[src/logic/pci_hdr_cfg.svh]
// constants for the configuration header misc word and io window base word
`ifndef PCI_HDR_CFG_SVH
`define PCI_HDR_CFG_SVH

// register indices (dword number in configuration space)
`define IDX_HDR_MISC        2'h3
`define IDX_IO_BASE         2'h0
`define IDX_MEM0_BASE       2'h1
`define IDX_W               2

// reset values
`define HDR_MISC_RST        32'h0000_0000
`define IO_BASE_RST         32'h0000_0001
`define LAT_RST             8'h00
`define IO_BASE_BITS_RST    24'h00_0000

// header misc word layout
`define LAT_MSB             15
`define LAT_LSB             8
`define LAT_W               8
`define SELFTEST_CAP_VAL    1'b0
`define SELFTEST_START_VAL  1'b0
`define SELFTEST_RSVD_VAL   2'h0
`define SELFTEST_CODE_VAL   4'h0
`define MULTIFUNC_VAL       1'b0
`define LAYOUT_TYPE_VAL     7'h00
`define LINE_SIZE_VAL       8'h00

// io window base word layout
`define IO_BASE_MSB         31
`define IO_BASE_LSB         8
`define IO_BASE_W           24
`define IO_LOW_ZERO_VAL     6'h00
`define IO_RSVD_VAL         1'b0
`define IO_SPACE_KIND_VAL   1'b1
`define IO_WR_MASK_BASE     32'h7ff0_0000
`define IO_WR_MASK_ENH      32'hffff_ff00
`define IO_CMP_MASK_BASE    24'hfff000
`define IO_CMP_MASK_ENH     24'hffffff

// memory window 0 base word layout (behaviour lives elsewhere)
`define MEM0_BASE_MSB       31
`define MEM0_BASE_LSB       20
`define MEM0_PREF_BIT       3
`define MEM0_TYPE_MSB       2
`define MEM0_TYPE_LSB       1
`define MEM0_KIND_BIT       0

`define TIMER_ZERO          8'h00
`define TIMER_ONE           8'h01

`endif

[src/logic/pci_hdr_pkg.sv]
// types and shared decode helpers for the configuration header registers
package pci_hdr_pkg;
  `include "pci_hdr_cfg.svh"

  typedef struct packed {
    logic                valid;
    logic                write;
    logic [`IDX_W-1:0]   index;
    logic [3:0]          byte_en;
    logic [31:0]         wdata;
  } cfg_req_t;

  typedef struct packed {
    logic                ack;
    logic [31:0]         rdata;
  } cfg_rsp_t;

  // address bits above the io window that take part in the claim compare
  function automatic logic [`IO_BASE_W-1:0] io_cmp_mask(input logic enhanced);
    io_cmp_mask = enhanced ? `IO_CMP_MASK_ENH : `IO_CMP_MASK_BASE;
  endfunction

  // bits of the io base word that accept a write
  function automatic logic [31:0] io_wr_mask(input logic enhanced);
    io_wr_mask = enhanced ? `IO_WR_MASK_ENH : `IO_WR_MASK_BASE;
  endfunction
endpackage

[src/logic/io_window_decode.sv]
// claims a pci io transaction whose address falls in the programmed window
`timescale 1ns/1ps
`include "pci_hdr_cfg.svh"
module io_window_decode
  import pci_hdr_pkg::*;
(
  input  wire logic                   core_clk_i,
  input  wire logic                   rst_b_i,
  input  wire logic                   enhanced_i,
  input  wire logic [`IO_BASE_W-1:0]  base_bits_i,
  input  wire logic                   io_cmd_valid_i,
  input  wire logic [31:0]            io_addr_i,
  output logic                        io_claim_o
);
  logic [`IO_BASE_W-1:0] mask;
  logic                  hit;

  always_comb
  begin
    mask = io_cmp_mask(enhanced_i);
    hit  = ((io_addr_i[`IO_BASE_MSB:`IO_BASE_LSB] ^ base_bits_i) & mask) == '0; // RQ21
  end

  always_ff @(posedge core_clk_i or negedge rst_b_i)
  begin
    if (!rst_b_i)
      io_claim_o <= 1'b0;
    else
      io_claim_o <= io_cmd_valid_i && hit; // RQ21
  end
endmodule

[src/logic/pci_config_header_regs.sv]
// pci configuration header misc word and io window base word, two access ports
//
// Summary of operation
// RQ1 - misc word: only latency timer bits writable
// RQ2 - misc word resets to zero
// RQ3 - self-test capable flag reads zero
// RQ4 - self-test start flag reads zero
// RQ5 - misc bits 29 and 28 read zero
// RQ6 - self-test completion code reads zero
// RQ7 - multifunction flag reads zero
// RQ8 - header layout type reads type zero
// RQ9 - latency timer bounds master bus tenure
// RQ10 - line size field reads zero
// RQ11 - io base holds compared upper bits
// RQ12 - base variant: bits 30..20 writable
// RQ13 - base variant: bits 19..8 zero
// RQ14 - enhanced variant: bits 31..8 writable
// RQ15 - software assigns 1 MB or 256 B window
// RQ16 - io base word resets to one
// RQ17 - program io base before io transfers
// RQ18 - io base bits 7..2 read zero
// RQ19 - reserved bit 1 reads zero, write zero
// RQ20 - space kind indicator reads one
// RQ21 - claim io only on base match
`timescale 1ns/1ps
`include "pci_hdr_cfg.svh"
module pci_config_header_regs
  import pci_hdr_pkg::*;
(
  input  wire logic          core_clk_i,
  input  wire logic          rst_b_i,
  input  wire logic          soft_rst_i,
  input  wire logic          enhanced_variant_i,
  input  wire cfg_req_t      pci_cfg_req_i,
  output cfg_rsp_t           pci_cfg_rsp_o,
  input  wire cfg_req_t      local_req_i,
  output cfg_rsp_t           local_rsp_o,
  input  wire logic          io_cmd_valid_i,
  input  wire logic [31:0]   io_addr_i,
  output logic               io_claim_o,
  input  wire logic          tenure_start_i,
  input  wire logic          tenure_active_i,
  output logic               tenure_expired_o,
  output logic [`LAT_W-1:0]  master_latency_timer_o,
  output logic               variant_enhanced_o
);

  ////////////////////////////////////////////////////////////////////////////
  // variant strap

  // the strap is caught on the first clock after reset release and then held,
  // so a strap that wobbles later cannot reshape the write masks mid-run
  logic strap_taken_r;
  logic enhanced_r;

  always_ff @(posedge core_clk_i or negedge rst_b_i)
  begin
    if (!rst_b_i)
      strap_taken_r <= 1'b0;
    else
      strap_taken_r <= 1'b1;
  end

  always_ff @(posedge core_clk_i or negedge rst_b_i)
  begin
    if (!rst_b_i)
      enhanced_r <= 1'b0;
    else if (!strap_taken_r)
      enhanced_r <= enhanced_variant_i;
  end

  always_ff @(posedge core_clk_i or negedge rst_b_i)
  begin
    if (!rst_b_i)
      variant_enhanced_o <= 1'b0;
    else
      variant_enhanced_o <= enhanced_r;
  end

  ////////////////////////////////////////////////////////////////////////////
  // storage

  // only the latency byte and io base bits 31..8 are held; everything else is wired at read time
  logic [`LAT_W-1:0]      latency_r;
  logic [`LAT_W-1:0]      latency_nxt;
  logic [`IO_BASE_W-1:0]  io_base_r;
  logic [`IO_BASE_W-1:0]  io_base_nxt;

  ////////////////////////////////////////////////////////////////////////////
  // write path

  logic        pci_wr;
  logic        loc_wr;
  logic [31:0] pci_be_mask;
  logic [31:0] loc_be_mask;
  logic [31:0] misc_word;
  logic [31:0] io_word;
  logic [31:0] misc_after_loc;
  logic [31:0] misc_after_pci;
  logic [31:0] io_after_loc;
  logic [31:0] io_after_pci;
  logic [31:0] misc_wr_mask;
  logic [31:0] io_mask;

  // byte enables widen to bit masks, one lane at a time
  genvar lane;
  generate
    for (lane = 0; lane < 4; lane = lane + 1)
    begin : g_lane
      assign pci_be_mask[lane*8 +: 8] = {8{pci_cfg_req_i.byte_en[lane]}};
      assign loc_be_mask[lane*8 +: 8] = {8{local_req_i.byte_en[lane]}};
    end
  endgenerate

  always_comb
  begin
    pci_wr       = pci_cfg_req_i.valid && pci_cfg_req_i.write;
    loc_wr       = local_req_i.valid && local_req_i.write;
    misc_wr_mask = '0;
    misc_wr_mask[`LAT_MSB:`LAT_LSB] = '1; // RQ1
    io_mask      = io_wr_mask(enhanced_r); // RQ12 RQ14
  end

  // a write lands only on writable bits and enabled byte lanes
  function automatic logic [31:0] merge(input logic [31:0] old_val,
                                        input logic [31:0] new_val,
                                        input logic [31:0] mask);
    merge = (old_val & ~mask) | (new_val & mask);
  endfunction

  // local bus applied first, pci second: on a same-cycle clash the pci
  // configuring master wins the overlapping bits
  always_comb
  begin
    misc_after_loc = misc_word;
    if (loc_wr && local_req_i.index == `IDX_HDR_MISC)
      misc_after_loc = merge(misc_word, local_req_i.wdata, misc_wr_mask & loc_be_mask); // RQ1
    misc_after_pci = misc_after_loc;
    if (pci_wr && pci_cfg_req_i.index == `IDX_HDR_MISC)
      misc_after_pci = merge(misc_after_loc, pci_cfg_req_i.wdata, misc_wr_mask & pci_be_mask); // RQ1
    latency_nxt = misc_after_pci[`LAT_MSB:`LAT_LSB];
  end

  always_comb
  begin
    io_after_loc = io_word;
    if (loc_wr && local_req_i.index == `IDX_IO_BASE)
      io_after_loc = merge(io_word, local_req_i.wdata, io_mask & loc_be_mask); // RQ12 RQ14
    io_after_pci = io_after_loc;
    if (pci_wr && pci_cfg_req_i.index == `IDX_IO_BASE)
      io_after_pci = merge(io_after_loc, pci_cfg_req_i.wdata, io_mask & pci_be_mask); // RQ12 RQ14
    io_base_nxt = io_after_pci[`IO_BASE_MSB:`IO_BASE_LSB];
  end

  always_ff @(posedge core_clk_i or negedge rst_b_i)
  begin
    if (!rst_b_i)
      latency_r <= `LAT_RST; // RQ2
    else if (soft_rst_i)
      latency_r <= `LAT_RST; // RQ2
    else
      latency_r <= latency_nxt;
  end

  always_ff @(posedge core_clk_i or negedge rst_b_i)
  begin
    if (!rst_b_i)
      io_base_r <= `IO_BASE_BITS_RST; // RQ16
    else if (soft_rst_i)
      io_base_r <= `IO_BASE_BITS_RST; // RQ16
    else
      io_base_r <= io_base_nxt;
  end

  ////////////////////////////////////////////////////////////////////////////
  // read view

  always_comb
  begin
    misc_word = {`SELFTEST_CAP_VAL,    // RQ3
                 `SELFTEST_START_VAL,  // RQ4
                 `SELFTEST_RSVD_VAL,   // RQ5
                 `SELFTEST_CODE_VAL,   // RQ6
                 `MULTIFUNC_VAL,       // RQ7
                 `LAYOUT_TYPE_VAL,     // RQ8
                 latency_r,
                 `LINE_SIZE_VAL};      // RQ10
  end

  // io base bits outside the variant's writable set read as zero, because the
  // read view ands the register with that same mask
  always_comb
  begin
    io_word = {io_base_r & io_mask[`IO_BASE_MSB:`IO_BASE_LSB], // RQ11 RQ13
               `IO_LOW_ZERO_VAL,   // RQ18
               `IO_RSVD_VAL,       // RQ19
               `IO_SPACE_KIND_VAL}; // RQ20
  end

  // the memory window word is not decoded; like any other unused index it is answered as zero here
  function automatic logic [31:0] read_word(input logic [`IDX_W-1:0] idx,
                                            input logic [31:0] misc,
                                            input logic [31:0] io);
    if (idx == `IDX_HDR_MISC)
      read_word = misc;
    else if (idx == `IDX_IO_BASE)
      read_word = io;
    else
      read_word = '0;
  endfunction

  ////////////////////////////////////////////////////////////////////////////
  // pci configuration port answer

  // reads return the view before any same-cycle write takes effect
  // ack and data share one process so the answer struct has a single writer
  always_ff @(posedge core_clk_i or negedge rst_b_i)
  begin
    if (!rst_b_i)
    begin
      pci_cfg_rsp_o.ack   <= 1'b0;
      pci_cfg_rsp_o.rdata <= '0;
    end
    else
    begin
      pci_cfg_rsp_o.ack <= pci_cfg_req_i.valid;
      if (pci_cfg_req_i.valid && !pci_cfg_req_i.write)
        pci_cfg_rsp_o.rdata <= read_word(pci_cfg_req_i.index, misc_word, io_word);
      else
        pci_cfg_rsp_o.rdata <= '0;
    end
  end

  ////////////////////////////////////////////////////////////////////////////
  // local peripheral bus port answer

  always_ff @(posedge core_clk_i or negedge rst_b_i)
  begin
    if (!rst_b_i)
    begin
      local_rsp_o.ack   <= 1'b0;
      local_rsp_o.rdata <= '0;
    end
    else
    begin
      local_rsp_o.ack <= local_req_i.valid;
      if (local_req_i.valid && !local_req_i.write)
        local_rsp_o.rdata <= read_word(local_req_i.index, misc_word, io_word);
      else
        local_rsp_o.rdata <= '0;
    end
  end

  ////////////////////////////////////////////////////////////////////////////
  // latency timer out

  always_ff @(posedge core_clk_i or negedge rst_b_i)
  begin
    if (!rst_b_i)
      master_latency_timer_o <= `LAT_RST;
    else
      master_latency_timer_o <= latency_r; // RQ9
  end

  tenure_timer u_tenure_timer (
    .core_clk_i      (core_clk_i),
    .rst_b_i         (rst_b_i),
    .tenure_start_i  (tenure_start_i),
    .tenure_active_i (tenure_active_i),
    .latency_i       (latency_r),
    .expired_o       (tenure_expired_o)
  );

  ////////////////////////////////////////////////////////////////////////////
  // io window claim

  // the claim trusts software to program the base first; before that the
  // window sits at zero and decodes the bottom of io space
  io_window_decode u_io_window_decode (
    .core_clk_i     (core_clk_i),
    .rst_b_i        (rst_b_i),
    .enhanced_i     (enhanced_r),
    .base_bits_i    (io_base_r),
    .io_cmd_valid_i (io_cmd_valid_i),
    .io_addr_i      (io_addr_i),
    .io_claim_o     (io_claim_o)
  );

endmodule

[src/logic/tenure_timer.sv]
// counts down the master latency timer during a bus tenure
`timescale 1ns/1ps
`include "pci_hdr_cfg.svh"
module tenure_timer
  import pci_hdr_pkg::*;
(
  input  wire logic                core_clk_i,
  input  wire logic                rst_b_i,
  input  wire logic                tenure_start_i,
  input  wire logic                tenure_active_i,
  input  wire logic [`LAT_W-1:0]   latency_i,
  output logic                     expired_o
);
  logic [`LAT_W-1:0] count_r;
  logic [`LAT_W-1:0] count_nxt;

  always_comb
  begin
    count_nxt = count_r;
    if (tenure_start_i)
      count_nxt = latency_i; // RQ9
    else if (tenure_active_i && count_r != `TIMER_ZERO)
      count_nxt = count_r - `TIMER_ONE;
  end

  always_ff @(posedge core_clk_i or negedge rst_b_i)
  begin
    if (!rst_b_i)
      count_r <= `TIMER_ZERO;
    else
      count_r <= count_nxt;
  end

  // a zero timer expires one cycle after the start, like a timer of one, as pci expects
  always_ff @(posedge core_clk_i or negedge rst_b_i)
  begin
    if (!rst_b_i)
      expired_o <= 1'b0;
    else
      expired_o <= tenure_active_i && !tenure_start_i && count_nxt == `TIMER_ZERO; // RQ9
  end
endmodule

[config.mk]
export PLATFORM = sky130hd
export DESIGN_NAME = pci_config_header_regs
export DESIGN_NICKNAME = d
export VERILOG_FILES = /design/src/logic/pci_hdr_pkg.sv /design/src/logic/io_window_decode.sv /design/src/logic/pci_config_header_regs.sv /design/src/logic/tenure_timer.sv
export VERILOG_INCLUDE_DIRS = /design/src /design/src/logic
export SDC_FILE = /design/constraint.sdc
export NUM_CORES = 1
export LEC_CHECK = 0
export ABC_AREA = 1
export BUFFER_PORTS_ARGS = -buffer_cell sky130_fd_sc_hd__buf_4
export CORE_UTILIZATION = 40
export CTS_CLUSTER_SIZE = 16
export DETAILED_ROUTE_END_ITERATION = 10
export GPL_TIMING_DRIVEN = 0
export PLACE_DENSITY = 0.67
export RECOVER_POWER = 100
export SETUP_SLACK_MARGIN = 0.3
export SYNTH_ARGS = -nofsm -noshare
export SYNTH_HDL_FRONTEND = slang
export SYNTH_HIERARCHICAL = 1
export SYNTH_SLANG_ARGS = --single-unit
export TNS_END_PERCENT = 10
[constraint.sdc]
create_clock -name core_clk_i -period 3.53 [get_ports core_clk_i]
set_input_delay 0.353 -clock core_clk_i [delete_from_list [all_inputs] [get_ports core_clk_i]]
set_output_delay 0.353 -clock core_clk_i [all_outputs]
set_load 0.05 [all_outputs]
; Word-level counts from Yosys, hierarchy flattened
; Index checks and enable logic that the tools add are counted.
[op_classes]
add_sub_neg = 1
bitwise_logic = 21
n_eq_ne = 2
n_reduce_logical = 20
muxes = 16
[ops]
columns = cell, count
row1 = 32-bit two-way mux, 9
row2 = 32-bit AND, 6
row3 = 16-bit AND, 4
row4 = 32-bit inverter, 2
row5 = 32-bit OR, 2
row6 = 24-bit AND, 2
row7 = 16-bit two-way mux, 2
row8 = 16-bit inverter, 2
row9 = 16-bit OR, 2
row10 = 24-bit logical NOT, 1
row11 = 24-bit two-way mux, 1
row12 = 8-bit two-way mux, 3
row13 = 24-bit XOR, 1
row14 = 1-bit logical AND, 12
row15 = 12-bit two-way mux, 1
row16 = 8-bit logical NOT, 1
row17 = 8-bit nonzero test, 1
row18 = "8-bit by 1-bit subtractor with 8-bit output, second input constant", 1
row19 = "2-bit == test, second input constant", 2
row20 = 2-bit logical NOT, 2
row21 = 1-bit logical NOT, 3
[word_totals]
output_inout_bits = 77
in_bits = 119
register_bits = 119
elab_cells = 73

; Depth between registers and ports, before layout
[depth]
word_depth = 10
depth_mapped = 12
depth_no_buf = 12

; Hierarchy
; Netlist, hierarchy kept.
[by_module_without_submodules]
columns = mod, area_per_inst_um2, seq_area_each_um2, instances, cells_per_inst
row1 = pci_config_header_regs, 4107.7, 2377.3, 1, 472
row2 = tenure_timer, 715.7, 225.2, 1, 104
row3 = io_window_decode, 543.0, 25.0, 1, 132

; Worst setup path before layout
; No wires, ideal clock.
[synth_path]
path_type = reg2reg
startpoint = register u_tenure_timer.count_r[0]
endpoint = register u_tenure_timer.expired_o
path_stages_with_launch = 13
setup_ps = 80
path_buffers = 0
arrival_ps = 1406
synth_period_minus_slack_ps = 1486
slack_ps = 2044
required_ps = 3450
cell_sequence = dfrtp_1 -> inv_1 -> ha_1 -> inv_1 -> nor2_2 -> nand2_4 -> nand2_4 -> nand2_2 -> nand3_2 -> nand2_2 -> nor2_2 -> nand3_1 -> nor3_2
[synth_via]
elab_chain_cells = 6
word_cells_on_any_way = 7
cone_classes = 1 x add/sub / 2 x mux / 4 x reduce/logical
[synth_rtl]
columns = item, line_no
row1 = "start, declared", tenure_timer.sv:14  ; logic [`LAT_W-1:0] count_r;
row2 = "start signal, assigned", tenure_timer.sv:29  ; count_r <= `TIMER_ZERO;
row3 = "start signal, assigned", tenure_timer.sv:31  ; count_r <= count_nxt;
row4 = "parallel branches: the longest is 2 deep, another holds 8-bit by 1-bit subtractor with 8-bit output", n/a
row5 = 8-bit two-way mux *, tenure_timer.sv:22  ; else if (tenure_active_i && count_r != `TIMER_ZERO)
row6 = 8-bit two-way mux *, tenure_timer.sv:20  ; if (tenure_start_i)
row7 = named net u_tenure_timer.count_nxt[0], tenure_timer.sv:15  ; logic [`LAT_W-1:0] count_nxt;
row8 = 8-bit logical NOT (no line) *, n/a
row9 = 1-bit logical AND (no line) *, n/a
row10 = "end signal, assigned", tenure_timer.sv:40  ; expired_o <= tenure_active_i && !tenure_start_i && count_nxt == `TIMER_ZERO;
row11 = "end, declared", tenure_timer.sv:12  ; output logic expired_o
; Mark *: on every way through the listed nets, which the timed path passes.
; A chain may end at the register's enable or synchronous reset.

==> flow_summary.toml <==
[status]
status = "finished, violations left"
failed_checks = "max-capacitance violations, max-slew violations"

[timing]
rsz0062_at_grt = "no"
finalHoldViolCount = 0
tns_ns = 0
setup_viol = 0
finClkSkew_ns = 0.00441
finalCritPeriodShare_pct = 62.3
tightestPinTransition_ns = 1.91
min_period_ns = 2.20
fmax_mhz = 454
slew_headroom_pct = -27.4
drv_slew = 33
fin_ws_ns = 1.33

[yosys]
async_reset_ff_share_pct = 100
syn_inst = 708
synth_top_area_share_pct = 49.0
yosysWarnings = 6
synth_ff_type = "dfrtp_1"
synth_edf_count = 0
yosys.area.top_type = "dfrtp_1"
ys_seq_area_share_pct = 49.0
synthTopCellsByArea = "dfrtp_1 (49%), nand2_1 (17%), inv_1 (8.1%)"
syn_area_per_cell_um2 = 7.58
synthesis.area_um2 = 5370
synth-seq-cells = 105
yosysUniqueCellTypes = 34

[run]
maxCapViolations = 1

[finish]
final_util_pct = 53.1
area_growth_pct = 26.9
diodes = 0
drive_gt1_share_pct = 18.6
fin_nets = 1010

[clocking]
numCtsBuffers = 9
cts_tree = "done"
ctsLongestPathBuffers = 2
cts_sinks = 105
htreeDepth = 3
clk_latency_ns = 0.34
cts-root-buf = "clkbuf_16"
clk_pin_slew_worst_paths_ns = 0.07

[worst_setup_path]
cp.arrival_ns = 2.69
endpoint_kind = "asynchronous set/reset pin"
crit_required_ns = 4.02
ff2ff_path_depth = 12
startpoint = "rst_b_i"
crit_path_max_fanout = 73
timing.rr.start = "u_tenure_timer/count_r[0]"
r2r_slack_ns = 1.52
critPathLaunchType = "input port"
cp-endpoint = "io_base_r[17]"
critPathKind = "in -> async"
reg2reg_to = "u_tenure_timer/expired_o"

[pwr]
vdd_drop_max_uv = 213
p_per_area_nw_per_um2 = 389
leakagePower_nw = 3.73

[place]
port_buffers = 155
dpl.hpwl_um = 11000
routabilityCongestion = 0.878
pre_cts_ws_ns = 1.79

[detailed_routing]
drt-initial-drc-count = 250
avgRoutedWirePerCell_um = 13.3
via_per_inst = 4.43
first_pass_iters = 5
vias = 4719
drc = 0
postRouteAntennaNets = 0
drt-total-wl_um = 14200

[floorplanning]
std_cell_rows = 41
core_area_um2 = 12800
dieArea_um2 = 13900
die_width_um = 118
initial_core_util_pct = 41.8
die_h_um = 118
io_pins = 196

[global_route]
grt_max_degree = 106
gr-total-overflow = 0
antenna_found_initial = 0
grt_pass1_vias = 4438
grt_usage_pct = 21.0
grt_pass1_wl_um = 22500

[min_path]
min-delay-path-class = "in -> reg"
-- critical path: stages --
cell           delay (ns)
dlygate4sd3_1        0.52
clkbuf_1             1.36
buf_16               0.39
-- cell type report --
cell class	count	area, um^2
plain buffers	25	153
clock buffers	10	239
clock inverters	5	40.0
fillers	1305	6010
inverters	134	505
multi-input cells	457	2080
flip-flops and latches	105	2630
well taps	172	215
repair buffers	157	950
-- cells by family (layout without fill, tap and decap cells) --
family	Yosys count	in the layout	synth area share, %
AO/OA/AOI/OAI	81	81	8.18
XOR/XNOR	5	5	0.816
adder cells (fa/ha/maj)	2	2	0.466
buffers and inverters	159	331	12.6
flip-flops	105	105	49.0
other	2	15	0.140
AND/OR/NAND/NOR	354	354	28.9
-- cell usage in the layout (no fill, tap or decap), types with 4 or more instances in the layout --
| cell | instances |
|---|---|
| clkbuf_16 | 9 |
| nor2_4 | 4 |
| buf_4 | 103 |
| inv_1 | 118 |
| a21oi_1 | 33 |
| o21ai_1 | 7 |
| o21ai_0 | 21 |
| dfrtp_1 | 105 |
| nand2_2 | 7 |
| o22ai_1 | 16 |
| nand2_1 | 244 |
| inv_2 | 12 |
| clkbuf_1 | 75 |
| nand4_1 | 4 |
| conb_1 | 15 |
| nor2_2 | 8 |
| nor2_1 | 52 |
| nand3_1 | 22 |
-- worst min-delay path by stage --
stage,cells past startpoint,endpoint,slack (ns),start
finish,1,local_rsp_o[32],0.16,local_req_i[39]
global route,1,local_rsp_o[32],0.16,local_req_i[39]
CTS,1,pci_cfg_rsp_o[32],0.13,pci_cfg_req_i[39]
detailed placement,0,master_latency_timer_o[4],0.42,latency_r[4]
global placement,0,master_latency_timer_o[0],0.40,latency_r[0]
floorplan,0,enhanced_r,0.06,rst_b_i
-- Yosys cell counts (all sizes together), types with 2 or more instances --
cell type	instances
a21oi	34
buf	23
clkbuf	2
conb	2
dfrtp	105
ha	2
inv	134
nand2	254
nand3	26
nand4	4
nor2	65
o21ai	28
o22ai	16
or2	3
xnor2	2
xor2	3
-- power by group --
group	internal, mW	switching [mW]	total, mW	leakage, nW
sequential	1.23	0.0253	1.26	1.44
clock	0.498	0.445	0.942	0.127
combinational	0.163	0.284	0.447	2.17
total	1.90	0.754	2.65	3.73
-- repair_timing --
item,4_1_cts,5_1_grt
setup buffers,0,0
endpoints found under the hold margin,0,32
hold buffers,0,1
resized for setup,0,0
-- sequential cells by signal, indices dropped and copies added, names as in the netlist --
register,flops
strap_taken_r,1
enhanced_r,1
latency_r,8
io_base_r,24
master_latency_timer_o,8
u_tenure_timer/expired_o,1
local_rsp_o,26
variant_enhanced_o,1
u_tenure_timer/count_r,8
u_io_window_decode/io_claim_o,1
pci_cfg_rsp_o,26
-- routing by layer --
| metal | global-route usage [%] | vias to the layer above | routed length [um] |
|---|---|---|---|
| met3 | 4.12 | 18 | 743 |
| met5 | 0 | - | 0 |
| met4 | 6.33 | 0 | 263 |
| met1 | 28.3 | 2100 | 6660 |
| met2 | 34.1 | 135 | 6490 |
| li1 | - | 2466 | - |
-- metrics by stage --
stage	instance area [um^2]	hold slack, ns	instances	power (mW)
after floorplan	5420	0.0574	721	1.56
after global placement	6790	0.402	1048	1.74
after detailed placement	6790	0.417	1048	1.75
after CTS	7070	0.129	1063	2.69
after global routing	6810	0.156	1065	2.78
final	6810	0.159	1065	2.65
No activity file was read; power rests on OpenSTA's default activity.
